### src/hw/bzd_pkg.sv
package bzd_pkg;
   // Register addresses in special-function space
   localparam logic [7:0] BZD_ADDR_DIVIDER = 8'h8F;
   localparam logic [7:0] BZD_ADDR_CONTROL = 8'h9F;
   // Reset values
   localparam logic [7:0] BZD_DIVIDER_RST = 8'hFF;
   localparam logic [2:0] BZD_CONTROL_RST = 3'h0;
   // Control field positions
   localparam int BZD_EN_BIT = 0;
   localparam int BZD_SEL_LSB = 1;
   localparam int BZD_SEL_MSB = 2;
   // Prescaler: 8-bit free counter, taps for /32 /64 /128 /256
   localparam int BZD_PRE_W = 8;
   localparam int BZD_TAP_BASE = 4;
   // Read data for reserved bits and unmapped addresses
   localparam logic [7:0] BZD_RD_ZERO = 8'h00;
endpackage

### src/hw/bzd_prescaler.sv
// Free-running prescaler; one-cycle tick at the chosen tap
module bzd_prescaler
(
   input wire logic i_sys_clk,
   input wire logic i_nrst,
   input wire logic i_ce,
   input wire logic [1:0] i_sel,
   output logic o_tick
);
   typedef struct packed
   {
      logic [bzd_pkg::BZD_PRE_W-1:0] cnt;
   } bzd_pre_state_t;

   bzd_pre_state_t state_reg;
   bzd_pre_state_t state_next;
   logic [bzd_pkg::BZD_PRE_W-1:0] cnt_inc;
   logic [bzd_pkg::BZD_PRE_W-1:0] tap_mask;

   // Tap of 2^(5+sel) means all low bits below it wrap together
   always_comb
   begin
      cnt_inc = state_reg.cnt + 8'h01;
      tap_mask = 8'hFF >> (2'h3 - i_sel);
      state_next = state_reg;
      state_next.cnt = cnt_inc;
      o_tick = ((state_reg.cnt & tap_mask) == tap_mask) && i_ce;
   end

   always_ff @(posedge i_sys_clk)
   begin
      if (!i_nrst)
         state_reg <= '0;
      else if (i_ce)
         state_reg <= state_next;
   end
endmodule

### src/hw/bzd_tone_counter.sv
// 8-bit reload counter toggling the tone on match
module bzd_tone_counter
(
   input wire logic i_sys_clk,
   input wire logic i_nrst,
   input wire logic i_ce,
   input wire logic i_en,
   input wire logic i_tick,
   input wire logic [7:0] i_divider,
   output logic o_match
);
   typedef struct packed
   {
      logic [7:0] cnt;
   } bzd_cnt_state_t;

   bzd_cnt_state_t state_reg;
   bzd_cnt_state_t state_next;

   // Held at zero while disabled, reload on match
   always_comb
   begin
      state_next = state_reg;
      o_match = i_en && i_tick && (state_reg.cnt == i_divider);
      if (!i_en)
         state_next.cnt = 8'h00;
      else if (o_match)
         state_next.cnt = 8'h00;
      else if (i_tick)
         state_next.cnt = state_reg.cnt + 8'h01;
   end

   always_ff @(posedge i_sys_clk)
   begin
      if (!i_nrst)
         state_reg <= '0;
      else if (i_ce)
         state_reg <= state_next;
   end
endmodule

### src/hw/bzd_top.sv
// Functional notes
// - Tone made by 8-bit counter on prescaler tap, compared with divider
// - Square wave driven on dedicated tone output pin
// - Frequency is clock over two times prescale times divider plus one
// - Control bits two and one choose the prescaler tap
// - Divider zero fastest tap gives 250 kHz at 16 MHz
// - Divider is 8-bit read/write, resets to all ones
// - Divider at 8F, control at 9F, control resets to zero
// - Select codes 0..3 pick clock over 32, 64, 128, 256
// - Control bit zero enables tone output
module bzd_top
(
   input wire logic i_sys_clk,
   input wire logic i_nrst,
   input wire logic i_ce,
   input wire logic [7:0] i_addr,
   input wire logic [7:0] i_wdata,
   input wire logic i_wr,
   input wire logic i_rd,
   output logic [7:0] o_rdata,
   output logic o_tone_output_pin
);
   typedef struct packed
   {
      logic [7:0] tone_divider;
      logic [1:0] tone_clock_select;
      logic tone_output_enable;
      logic tone;
      logic [7:0] rdata;
   } bzd_state_t;

   bzd_state_t state_reg;
   bzd_state_t state_next;
   logic tick;
   logic match;

   // Prescaler follows the live select; a change may shorten one period
   bzd_prescaler u_pre
   (
      .i_sys_clk(i_sys_clk),
      .i_nrst(i_nrst),
      .i_ce(i_ce),
      .i_sel(state_reg.tone_clock_select),
      .o_tick(tick)
   );

   bzd_tone_counter u_cnt
   (
      .i_sys_clk(i_sys_clk),
      .i_nrst(i_nrst),
      .i_ce(i_ce),
      .i_en(state_reg.tone_output_enable),
      .i_tick(tick),
      .i_divider(state_reg.tone_divider),
      .o_match(match)
   );

   // Register writes, read data and tone toggle
   always_comb
   begin
      state_next = state_reg;
      state_next.rdata = bzd_pkg::BZD_RD_ZERO;
      if (i_wr)
      begin
         if (i_addr == bzd_pkg::BZD_ADDR_DIVIDER)
            state_next.tone_divider = i_wdata;
         else if (i_addr == bzd_pkg::BZD_ADDR_CONTROL)
         begin
            state_next.tone_clock_select = i_wdata[bzd_pkg::BZD_SEL_MSB:bzd_pkg::BZD_SEL_LSB];
            state_next.tone_output_enable = i_wdata[bzd_pkg::BZD_EN_BIT];
         end
      end
      if (i_rd)
      begin
         if (i_addr == bzd_pkg::BZD_ADDR_DIVIDER)
            state_next.rdata = state_reg.tone_divider;
         else if (i_addr == bzd_pkg::BZD_ADDR_CONTROL)
            state_next.rdata = {5'h00, state_reg.tone_clock_select, state_reg.tone_output_enable};
      end
      // Half period is prescale times (divider+1), so full is twice that
      if (!state_reg.tone_output_enable)
         state_next.tone = 1'b0;
      else if (match)
         state_next.tone = ~state_reg.tone;
   end

   always_ff @(posedge i_sys_clk)
   begin
      if (!i_nrst)
      begin
         state_reg.tone_divider <= bzd_pkg::BZD_DIVIDER_RST;
         state_reg.tone_clock_select <= bzd_pkg::BZD_CONTROL_RST[2:1];
         state_reg.tone_output_enable <= bzd_pkg::BZD_CONTROL_RST[0];
         state_reg.tone <= 1'b0;
         state_reg.rdata <= bzd_pkg::BZD_RD_ZERO;
      end
      else if (i_ce)
         state_reg <= state_next;
   end

   assign o_rdata = state_reg.rdata;
   assign o_tone_output_pin = state_reg.tone;

   // Pin parked low while the enable is clear
   a_disabled_low: assert property (@(posedge i_sys_clk) disable iff (!i_nrst)
      i_ce && !state_reg.tone_output_enable |=> !o_tone_output_pin)
      else $error("tone high while disabled");

   // Every match flips the pin exactly once
   a_toggle_on_match: assert property (@(posedge i_sys_clk) disable iff (!i_nrst)
      i_ce && match |=> o_tone_output_pin != $past(o_tone_output_pin))
      else $error("no toggle on match");

   // Without a match the pin must not move, else the duty drifts
   a_hold_no_match: assert property (@(posedge i_sys_clk) disable iff (!i_nrst)
      i_ce && !match && state_reg.tone_output_enable |=> $stable(o_tone_output_pin))
      else $error("tone changed without match");

   // Divider write lands in the cycle after the strobe
   a_div_write: assert property (@(posedge i_sys_clk) disable iff (!i_nrst)
      i_ce && i_wr && i_addr == bzd_pkg::BZD_ADDR_DIVIDER |=> state_reg.tone_divider == $past(i_wdata))
      else $error("divider write lost");

   // Control read shows select and enable, reserved bits zero
   a_ctl_read: assert property (@(posedge i_sys_clk) disable iff (!i_nrst)
      i_ce && i_rd && i_addr == bzd_pkg::BZD_ADDR_CONTROL
      |=> o_rdata == {5'h00, $past(state_reg.tone_clock_select), $past(state_reg.tone_output_enable)})
      else $error("control read wrong");

   // Enable bit follows the written value
   a_ctl_write: assert property (@(posedge i_sys_clk) disable iff (!i_nrst)
      i_ce && i_wr && i_addr == bzd_pkg::BZD_ADDR_CONTROL
      |=> state_reg.tone_output_enable == $past(i_wdata[bzd_pkg::BZD_EN_BIT]))
      else $error("enable write lost");

   // Fastest setting: the next match comes exactly one tap period later
   a_fast_period: assert property (@(posedge i_sys_clk) disable iff (!i_nrst)
      i_ce && match && state_reg.tone_divider == 8'h00 && state_reg.tone_clock_select == 2'h0
      && state_reg.tone_output_enable
      |-> ##32 (match || !i_ce || !state_reg.tone_output_enable || state_reg.tone_clock_select != 2'h0
      || state_reg.tone_divider != 8'h00))
      else $error("fast period");

   // No tick eight clocks after a tap 0 tick
   a_tick_spacing: assert property (@(posedge i_sys_clk) disable iff (!i_nrst)
      i_ce && tick && state_reg.tone_clock_select == 2'h0 ##1 (i_ce && state_reg.tone_clock_select == 2'h0)[*8]
      |-> !tick)
      else $error("tick spacing too short");

   // Unmapped addresses read as zero
   a_unmapped_zero: assert property (@(posedge i_sys_clk) disable iff (!i_nrst)
      i_ce && i_rd && i_addr != bzd_pkg::BZD_ADDR_DIVIDER && i_addr != bzd_pkg::BZD_ADDR_CONTROL
      |=> o_rdata == bzd_pkg::BZD_RD_ZERO)
      else $error("unmapped read not zero");

   // Divider leaves reset at all ones
   a_reset_divider: assert property (@(posedge i_sys_clk) disable iff (!i_nrst)
      $rose(i_nrst) |-> state_reg.tone_divider == bzd_pkg::BZD_DIVIDER_RST)
      else $error("divider reset value wrong");

   // Control leaves reset cleared, so the tone starts off
   a_reset_control: assert property (@(posedge i_sys_clk) disable iff (!i_nrst)
      $rose(i_nrst) |-> state_reg.tone_clock_select == 2'h0 && !state_reg.tone_output_enable)
      else $error("control reset value wrong");

   // Outputs quiet straight after reset
   a_reset_outputs: assert property (@(posedge i_sys_clk) disable iff (!i_nrst)
      $rose(i_nrst) |-> o_rdata == bzd_pkg::BZD_RD_ZERO && !o_tone_output_pin)
      else $error("outputs not quiet after reset");

   // Read data stands one cycle only, then back to zero
   a_rdata_one_cycle: assert property (@(posedge i_sys_clk) disable iff (!i_nrst)
      i_ce && !i_rd |=> o_rdata == bzd_pkg::BZD_RD_ZERO)
      else $error("read data lingered");

   // Divider read returns the held value
   a_div_read: assert property (@(posedge i_sys_clk) disable iff (!i_nrst)
      i_ce && i_rd && i_addr == bzd_pkg::BZD_ADDR_DIVIDER |=> o_rdata == $past(state_reg.tone_divider))
      else $error("divider read wrong");

   // Back-to-back write then read sees the new divider
   a_div_rd_after_wr: assert property (@(posedge i_sys_clk) disable iff (!i_nrst)
      i_ce && i_wr && i_addr == bzd_pkg::BZD_ADDR_DIVIDER
      ##1 i_ce && i_rd && i_addr == bzd_pkg::BZD_ADDR_DIVIDER
      |=> o_rdata == $past(i_wdata, 2))
      else $error("divider read after write wrong");

   // Reserved control bits always read zero
   a_rdata_rsvd: assert property (@(posedge i_sys_clk) disable iff (!i_nrst)
      i_ce && i_rd && i_addr == bzd_pkg::BZD_ADDR_CONTROL |=> o_rdata[7:3] == 5'h00)
      else $error("reserved control bits set");

   // Select field follows the written bits two and one
   a_sel_write: assert property (@(posedge i_sys_clk) disable iff (!i_nrst)
      i_ce && i_wr && i_addr == bzd_pkg::BZD_ADDR_CONTROL
      |=> state_reg.tone_clock_select == $past(i_wdata[bzd_pkg::BZD_SEL_MSB:bzd_pkg::BZD_SEL_LSB]))
      else $error("select write lost");

   // Divider only changes on its own write
   a_no_wr_div: assert property (@(posedge i_sys_clk) disable iff (!i_nrst)
      i_ce && !(i_wr && i_addr == bzd_pkg::BZD_ADDR_DIVIDER) |=> $stable(state_reg.tone_divider))
      else $error("divider changed without write");

   // Control only changes on its own write
   a_no_wr_ctl: assert property (@(posedge i_sys_clk) disable iff (!i_nrst)
      i_ce && !(i_wr && i_addr == bzd_pkg::BZD_ADDR_CONTROL)
      |=> $stable(state_reg.tone_clock_select) && $stable(state_reg.tone_output_enable))
      else $error("control changed without write");

   // Writes to other addresses touch nothing here
   a_unmapped_write: assert property (@(posedge i_sys_clk) disable iff (!i_nrst)
      i_ce && i_wr && i_addr != bzd_pkg::BZD_ADDR_DIVIDER && i_addr != bzd_pkg::BZD_ADDR_CONTROL
      |=> $stable(state_reg.tone_divider) && $stable(state_reg.tone_clock_select)
      && $stable(state_reg.tone_output_enable))
      else $error("unmapped write changed state");

   // Clock enable low freezes all state, strobes included
   a_ce_freeze_state: assert property (@(posedge i_sys_clk) disable iff (!i_nrst)
      !i_ce |=> state_reg == $past(state_reg))
      else $error("state moved while frozen");

   // Frozen pin keeps its level
   a_ce_freeze_pin: assert property (@(posedge i_sys_clk) disable iff (!i_nrst)
      !i_ce |=> $stable(o_tone_output_pin))
      else $error("pin moved while frozen");

   // No tick while frozen, else the counter would skip
   a_tick_needs_ce: assert property (@(posedge i_sys_clk) disable iff (!i_nrst)
      !i_ce |-> !tick)
      else $error("tick while frozen");

   // Tap 0 ticks every 32 clocks
   a_tick_sel0: assert property (@(posedge i_sys_clk) disable iff (!i_nrst)
      i_ce && tick && state_reg.tone_clock_select == 2'h0
      |-> ##32 (tick || !i_ce || state_reg.tone_clock_select != 2'h0))
      else $error("tap 0 period wrong");

   // Tap 1 ticks every 64 clocks
   a_tick_sel1: assert property (@(posedge i_sys_clk) disable iff (!i_nrst)
      i_ce && tick && state_reg.tone_clock_select == 2'h1
      |-> ##64 (tick || !i_ce || state_reg.tone_clock_select != 2'h1))
      else $error("tap 1 period wrong");

   // Tap 3 ticks every 256 clocks
   a_tick_sel3: assert property (@(posedge i_sys_clk) disable iff (!i_nrst)
      i_ce && tick && state_reg.tone_clock_select == 2'h3
      |-> ##256 (tick || !i_ce || state_reg.tone_clock_select != 2'h3))
      else $error("tap 3 period wrong");

   // A match needs a tick and the enable
   a_match_needs_tick: assert property (@(posedge i_sys_clk) disable iff (!i_nrst)
      match |-> tick && state_reg.tone_output_enable)
      else $error("match without tick");

   // Disabled driver never matches
   a_match_disabled: assert property (@(posedge i_sys_clk) disable iff (!i_nrst)
      !state_reg.tone_output_enable |-> !match)
      else $error("match while disabled");

   // Fastest setting cannot match twice in a row
   a_fast_no_early: assert property (@(posedge i_sys_clk) disable iff (!i_nrst)
      i_ce && match && state_reg.tone_divider == 8'h00 && state_reg.tone_clock_select == 2'h0
      |=> !match)
      else $error("fast match too early");

   // Clearing the enable parks the pin two cycles after the write strobe
   a_clear_parks_low: assert property (@(posedge i_sys_clk) disable iff (!i_nrst)
      i_ce && i_wr && i_addr == bzd_pkg::BZD_ADDR_CONTROL && !i_wdata[bzd_pkg::BZD_EN_BIT]
      ##1 i_ce |=> !o_tone_output_pin)
      else $error("pin not parked after clear");

   // Counter held at zero while the driver is off
   a_counter_zero_off: assert property (@(posedge i_sys_clk) disable iff (!i_nrst)
      i_ce && !state_reg.tone_output_enable |=> u_cnt.state_reg.cnt == 8'h00)
      else $error("counter not held at zero");

   // Counter reloads to zero on every match
   a_counter_reload: assert property (@(posedge i_sys_clk) disable iff (!i_nrst)
      i_ce && match |=> u_cnt.state_reg.cnt == 8'h00)
      else $error("counter not reloaded");

   // Counter steps by one per tick between matches
   a_counter_count: assert property (@(posedge i_sys_clk) disable iff (!i_nrst)
      i_ce && tick && !match && state_reg.tone_output_enable
      |=> u_cnt.state_reg.cnt == $past(u_cnt.state_reg.cnt) + 8'h01)
      else $error("counter step wrong");

   // Counter idle between ticks
   a_counter_idle: assert property (@(posedge i_sys_clk) disable iff (!i_nrst)
      i_ce && !tick && state_reg.tone_output_enable |=> $stable(u_cnt.state_reg.cnt))
      else $error("counter moved without tick");

   // Main scenarios
   c_enable: cover property (@(posedge i_sys_clk) disable iff (!i_nrst) i_wr && i_addr == bzd_pkg::BZD_ADDR_CONTROL);
   c_toggle: cover property (@(posedge i_sys_clk) disable iff (!i_nrst) $rose(o_tone_output_pin));
   c_slow_tap: cover property (@(posedge i_sys_clk) disable iff (!i_nrst) match && state_reg.tone_clock_select == 2'h3);
   c_fast_match: cover property (@(posedge i_sys_clk) disable iff (!i_nrst)
      match && state_reg.tone_divider == 8'h00 && state_reg.tone_clock_select == 2'h0);
   c_freeze: cover property (@(posedge i_sys_clk) disable iff (!i_nrst) !i_ce && state_reg.tone_output_enable);
endmodule

### config.mk
export PLATFORM = sky130hd
export DESIGN_NAME = bzd_top
export DESIGN_NICKNAME = d
export VERILOG_FILES = /design/src/hw/bzd_pkg.sv /design/src/hw/bzd_prescaler.sv /design/src/hw/bzd_tone_counter.sv /design/src/hw/bzd_top.sv
export SDC_FILE = /design/constraint.sdc
export NUM_CORES = 1
export LEC_CHECK = 0
export BUFFER_PORTS_ARGS = -buffer_cell sky130_fd_sc_hd__buf_4
export CAP_MARGIN = 30
export CORE_MARGIN = 1.5
export CORE_UTILIZATION = 25
export DETAILED_ROUTE_END_ITERATION = 10
export GPL_TIMING_DRIVEN = 1
export REMOVE_ABC_BUFFERS = 1
export SYNTH_ARGS = -nofsm -noshare
export SYNTH_HDL_FRONTEND = slang
export SYNTH_SLANG_ARGS = --single-unit
### constraint.sdc
create_clock -name i_sys_clk -period 2.6 [get_ports i_sys_clk]
set_input_delay 0.26 -clock i_sys_clk [delete_from_list [all_inputs] [get_ports i_sys_clk]]
set_output_delay 0.26 -clock i_sys_clk [all_outputs]
set_load 0.005 [all_outputs]
[Word-level counts from Yosys, hierarchy flattened]
Cells that the tools add are included.
W data, S select, Z words.
Word-level totals
  register bits: 36
  output and inout bits: 9
  logic and storage cells: 35
  input port bits: 21
Operators by class
  reductions and logical operators: 7
  shift-type cells: 1
  bitwise gates (word level): 3
  equal/unequal tests: 6
  multiplexer cells: 8
  add/subtract/negate cells: 3
Operators with widths (count)
  $mux W8: 5
  $add A8 B1 Y8 const B: 2
  $eq A8 B8 Y1: 2
  $eq A8 B8 Y1 const B: 2
  $and A8 B8 Y8: 1
  $shr A8 B2 Y8 const A: 1
  $reduce_and A2 Y1: 2
  $reduce_and A4 Y1: 1
  $logic_and A1 B1 Y1: 3
  $mux W3: 1
  $ne A3 B1 Y1 const B: 1
  $reduce_and A3 Y1: 1
  $mux W1: 2
  $ne A2 B1 Y1 const B: 1
  $not A1 Y1: 2
  $sub A2 B2 Y2 const A: 1

[Longest topological paths before layout]
  depth in word-level cells: 9
  depth in mapped cells: 7
  depth with buffers taken out: 7

[Modules after synthesis]
Synthesis repeated with hierarchy kept, for this count alone.
Second synthesis, totals
  cell total of the unflattened synthesis: 210
  area total of the unflattened synthesis: 1941.9 um^2
By module, submodules not included
  bzd_top: times used 1, area each 1048.5 um^2, seq. area each 400.4 um^2, cells each 112
  bzd_tone_counter: times used 1, area each 498.0 um^2, seq. area each 160.2 um^2, cells each 55
  bzd_prescaler: times used 1, area each 395.4 um^2, seq. area each 160.2 um^2, cells each 43

[Worst setup path after synthesis]
No wires, ideal clock.
  path kind: register to register
  start: reg u_pre.state_reg[0] (netlist bit)
  end: reg state_reg, in the netlist o_tone_output_pin
  clock period less this slack: 1.573 ns
  slack: 1.027 ns
  required time: 2.476 ns
  data arrival time: 1.449 ns
  library setup time: 0.124 ns
  buffers on the path: 0
  stages on the path, launching flop included: 8
  cells stage by stage: dfxtp_1 > ha_1 > nand3_1 > nor2_2 > nand3_1 > or2_4 > a31oi_4 > o22ai_1
On the way
  cells in the longest elaborated chain, start to end: 7
RTL lines
  start, declared: RTL line bzd_prescaler.sv:15  | bzd_pre_state_t state_reg;
  start signal, assigned: RTL line bzd_prescaler.sv:35  | state_reg <= state_next;
  $and A8 B8 Y8: RTL line bzd_prescaler.sv:27  | o_tick = ((state_reg.cnt & tap_mask) == tap_mask) && i_ce;
  $eq A8 B8 Y1: RTL line bzd_prescaler.sv:27
  $logic_and A1 B1 Y1: RTL line bzd_prescaler.sv:27
  $logic_and A1 B1 Y1 (2 in a row): RTL line bzd_tone_counter.sv:24  | o_match = i_en && i_tick && (state_reg.cnt == i_divider);
  $ne A2 B1 Y1 (no line)
  $reduce_and A2 Y1 (no line)
  end signal, assigned: RTL line bzd_top.sv:98  | state_reg <= state_next;
  end, declared: RTL line bzd_top.sv:32  | bzd_state_t state_reg;
No other way between the ends.
A chain may end at the register's enable or synchronous reset.

[Worst setup path after layout]
Ends and elaborated chain as after synthesis.

==> impl_metrics.xml <==
<?xml version="1.0" encoding="UTF-8"?>
<metrics>
  <group name="timing">
    <metric name="max_freq" unit="MHz">558</metric>
    <metric name="min_period" unit="ps">1790</metric>
    <metric name="rsz_0062_raised_after_global_routing" unit="">false</metric>
    <metric name="slew-limit-headroom" unit="">0.699</metric>
    <metric name="worst_margin_pin_slew" unit="ps">452</metric>
    <metric name="clock-skew-final" unit="ps">3.04</metric>
    <metric name="tns" unit="ps">0</metric>
    <metric name="finalHoldViolations" unit="">0</metric>
    <metric name="final-max-slew-violation-count" unit="">0</metric>
    <metric name="post-route-period-util" unit="">0.690</metric>
    <metric name="finalSetupViolations" unit="">0</metric>
  </group>
  <group name="yosys">
    <metric name="synth_xor_xnor_area_share" unit="">0.111</metric>
    <metric name="synthesis.area_per_instance" unit="um^2">9.13</metric>
    <metric name="synth_commonest_cells" unit="">sky130_fd_sc_hd__dfxtp_1 (36), sky130_fd_sc_hd__nand2_1 (17), sky130_fd_sc_hd__nor2b_1 (16), sky130_fd_sc_hd__mux2i_1 (15), sky130_fd_sc_hd__nor2_1 (14)</metric>
    <metric name="synthesis.instances" unit="">190</metric>
    <metric name="synth_top_area_share" unit="">0.416</metric>
    <metric name="area_contributors_post_synth" unit="">sky130_fd_sc_hd__dfxtp_1 (42%), sky130_fd_sc_hd__mux2i_1 (8.7%), sky130_fd_sc_hd__nor2b_1 (5.8%)</metric>
    <metric name="synth.ff_latch_count" unit="">36</metric>
    <metric name="seq_area_frac_synth" unit="">0.416</metric>
    <metric name="synthMuxAreaShare" unit="">0.0866</metric>
    <metric name="mapped_cell_area" unit="um^2">1730</metric>
    <metric name="synth.yosys.warnings" unit="">0</metric>
    <metric name="share_of_the_synthesized_area_in_compound_gates_ao_oa_aoi_oai" unit="">0.0606</metric>
    <metric name="yosysMostFrequentCell" unit="">sky130_fd_sc_hd__dfxtp_1</metric>
    <metric name="ys_dominant_reg_cell" unit="">sky130_fd_sc_hd__dfxtp_1</metric>
    <metric name="synthSimpleGateAreaFrac" unit="">0.245</metric>
    <metric name="synth_top_family_by_area" unit="">simple AND/OR/NAND/NOR gates</metric>
    <metric name="synth_edf_count" unit="">0</metric>
    <metric name="synthArstFlopShare" unit="">0</metric>
    <metric name="synth_area_leader_cell" unit="">sky130_fd_sc_hd__dfxtp_1</metric>
    <metric name="ys_types" unit="">28</metric>
    <metric name="synth_fa_ha_area_frac" unit="">0.0144</metric>
  </group>
  <group name="clocking">
    <metric name="clock-sinks" unit="">36</metric>
    <metric name="cts_post_setup_buffers_inserted" unit="">0</metric>
    <metric name="cts-buffers-inserted" unit="">5</metric>
    <metric name="clk_pin_slew" unit="ps">70</metric>
    <metric name="cts.htree.levels" unit="">2</metric>
    <metric name="cts_hold_buf" unit="">0</metric>
    <metric name="postcts_resize_cnt" unit="">0</metric>
    <metric name="clkLatencyLatePin" unit="ps">290</metric>
    <metric name="cts_root_buf" unit="">sky130_fd_sc_hd__clkbuf_8</metric>
    <metric name="cts_tree" unit="">yes</metric>
    <metric name="clock_tree.buffer_depth" unit="">2</metric>
  </group>
  <group name="grt">
    <metric name="antenna_found_initial" unit="">0</metric>
    <metric name="track_usage" unit="">0.0995</metric>
    <metric name="wire_length_of_the_first_global_routing_pass" unit="um">5780</metric>
    <metric name="grt_remaining_overflow" unit="">0</metric>
    <metric name="grt_start_max_net_pins" unit="">32</metric>
    <metric name="first_global_vias" unit="">1233</metric>
  </group>
  <group name="setup_path">
    <metric name="critPathSlowestCell" unit="">sky130_fd_sc_hd__dfxtp_1</metric>
    <metric name="worst_setup_path_start_kind" unit="">flip-flop</metric>
    <metric name="timing_worst_setup_path_type" unit="">reg2reg</metric>
    <metric name="worst_ep_required_time" unit="ps">2770</metric>
    <metric name="crit_arrival" unit="ps">1970</metric>
    <metric name="crit_path_cell_trace" unit="">ha_1 -&gt; nand3_1 -&gt; nor2_2 -&gt; nand3_1 -&gt; or2_4 -&gt; a31oi_4 -&gt; o22ai_1</metric>
    <metric name="path_common_cell" unit="">sky130_fd_sc_hd__nand3_1</metric>
    <metric name="critical_path.endpoint_type" unit="">flip-flop</metric>
    <metric name="critical_path.max_fanout" unit="">8</metric>
    <metric name="ff2ff_setup_slack" unit="ps">810</metric>
    <metric name="worst_path_max_stage_delay" unit="ps">380</metric>
    <metric name="kind_of_cell_adding_the_most_delay_to_the_critical_path" unit="">simple AND/OR/NAND/NOR gates</metric>
    <metric name="worst-path-buf-inv" unit="">0</metric>
  </group>
  <group name="final_layout">
    <metric name="post-route-cell-area" unit="um^2">2070</metric>
    <metric name="final_core_util" unit="">0.307</metric>
    <metric name="fill_cells" unit="">724</metric>
    <metric name="layout.nets" unit="">235</metric>
    <metric name="sequential_cell_area" unit="um^2">721</metric>
    <metric name="flip_flop_count_of_the_largest_register_all_copies_and_words_added" unit="">11</metric>
    <metric name="antenna_cells_inserted" unit="">0</metric>
    <metric name="multi_input_logic_area" unit="um^2">897</metric>
    <metric name="layout-area-overhead-vs-synth" unit="%">19.6</metric>
    <metric name="fraction_of_layout_cells_with_a_size_suffix_above_1" unit="">0.197</metric>
  </group>
  <group name="floorplan">
    <metric name="num_rows" unit="">30</metric>
    <metric name="core_area" unit="um^2">6760</metric>
    <metric name="initial_utilization" unit="">0.257</metric>
    <metric name="chipHeight" unit="um">86.3</metric>
    <metric name="fp.dieArea" unit="um^2">7450</metric>
    <metric name="fp.dieW" unit="um">86.3</metric>
    <metric name="ioPinCount" unit="">30</metric>
  </group>
  <group name="power_and_ir_drop">
    <metric name="vdd.ir_drop.worst" unit="V">0.000221</metric>
    <metric name="powerDensity" unit="nW/um^2">535</metric>
    <metric name="total_power" unit="uW">1110</metric>
    <metric name="total_leakage_power" unit="uW">0.000748</metric>
  </group>
  <group name="placed_design">
    <metric name="dpl_cell_area" unit="um^2">1970</metric>
    <metric name="buffer_ports.inserted" unit="">29</metric>
    <metric name="place_congestion" unit="">0.741</metric>
    <metric name="place.detailed.hpwl" unit="um">2430</metric>
  </group>
  <group name="min_path">
    <metric name="hold_class" unit="">in2reg</metric>
  </group>
  <group name="detailed_routing">
    <metric name="drt_first_iter_violations" unit="">45</metric>
    <metric name="vias_per_cell" unit="">4.36</metric>
    <metric name="route.vias.total" unit="">1277</metric>
    <metric name="detail-route-antenna-nets" unit="">0</metric>
    <metric name="firstDrtPassIters" unit="">4</metric>
    <metric name="routed_wl" unit="um">3370</metric>
    <metric name="number_of_design_rule_violations_left_after_detail_routing" unit="">0</metric>
    <metric name="routedWlPerCell" unit="um">11.5</metric>
  </group>
  <group name="status">
    <metric name="status" unit="">complete, no violations</metric>
  </group>
  <group name="job">
    <metric name="maxCapViolations" unit="">0</metric>
  </group>
</metrics>
-- cell usage in the layout (no fill, tap or decap), types with 2 or more instances in the layout --
master / synthesis / routed
sky130_fd_sc_hd__nand3_1: 7 / 7
sky130_fd_sc_hd__nor3_1: 2 / 2
sky130_fd_sc_hd__a21oi_1: 5 / 5
sky130_fd_sc_hd__nand2_1: 17 / 17
sky130_fd_sc_hd__xor2_1: 11 / 11
sky130_fd_sc_hd__ha_1: 2 / 2
sky130_fd_sc_hd__nor4_1: 2 / 2
sky130_fd_sc_hd__xnor2_1: 11 / 11
sky130_fd_sc_hd__nor2b_1: 16 / 16
sky130_fd_sc_hd__o22ai_1: 4 / 4
sky130_fd_sc_hd__buf_4: 9 / 29
sky130_fd_sc_hd__and2_1: 11 / 11
sky130_fd_sc_hd__dfxtp_1: 36 / 36
sky130_fd_sc_hd__nand4_1: 5 / 5
sky130_fd_sc_hd__inv_1: 8 / 8
sky130_fd_sc_hd__mux2i_1: 15 / 15
sky130_fd_sc_hd__clkbuf_8: 0 / 5
sky130_fd_sc_hd__nor2_1: 14 / 14
-- report_power, final --
part	switching, uW	internal, uW	leakage [uW]	total (uW)
Combinational	27.9	32.8	0.000403	60.7
Sequential	4.68	555	0.000291	560
Clock	203	285	0.0000552	488
Total	236	873	0.000748	1110
-- final timing paths --
path | start | end | depth (start not counted)
worst max-delay path | u_pre.state_reg[0] | o_tone_output_pin | 7
worst min-delay path | i_wdata[6] | state_reg[18] | 3
worst max register to register | u_pre.state_reg[0] | o_tone_output_pin | 7
worst min register to register | state_reg[12] | state_reg[12] | 2
-- kinds of logic (layout without fill, tap and decap cells) --
family,count (synthesis),count (layout)
AND/OR/NAND/NOR,79,79
XOR/XNOR,22,22
AO/OA/AOI/OAI,14,14
buffers and inverters,22,45
flip-flops,36,36
adder cells (fa/ha/maj),2,2
multiplexers,15,15
-- cell type report --
| cell class | count | area share |
|---|---|---|
| repair buffers | 29 | 0.105 |
| well taps | 80 | 0.0483 |
| flip-flops and latches | 36 | 0.348 |
| inverters | 8 | 0.0145 |
| clock inverters | 2 | 0.0169 |
| multi-input cells | 132 | 0.433 |
| clock buffers | 6 | 0.0350 |
-- per-stage QoR --
stage / hold slack, ps / cells / worst slack, ps
3_3_place_gp: 480 / 285 / 880
6_report: 181 / 293 / 807
5_1_grt: 185 / 293 / 661
3_5_place_dp: 479 / 285 / 823
4_1_cts: 171 / 293 / 790
2_1_floorplan: 322 / 176 / 1030
-- worst register-to-register path: cells and delay by family (launching register included) --
| kind | cells | cell delay [ps] |
|---|---|---|
| and+or+nand+nor | 4 | 690 |
| DFF | 1 | 380 |
| AOI/OAI and AO/OA | 2 | 410 |
| adders and majority gates | 1 | 200 |
-- layer usage --
layer / vias up / GRT usage / share of wire
met5: - / 0 / 0
met4: 0 / 0.0528 / 0.024
met3: 8 / 0.0286 / 0.051
met2: 29 / 0.162 / 0.45
met1: 572 / 0.119 / 0.47
li1: 668 / - / -
Power figures use the tool's default switching activity.
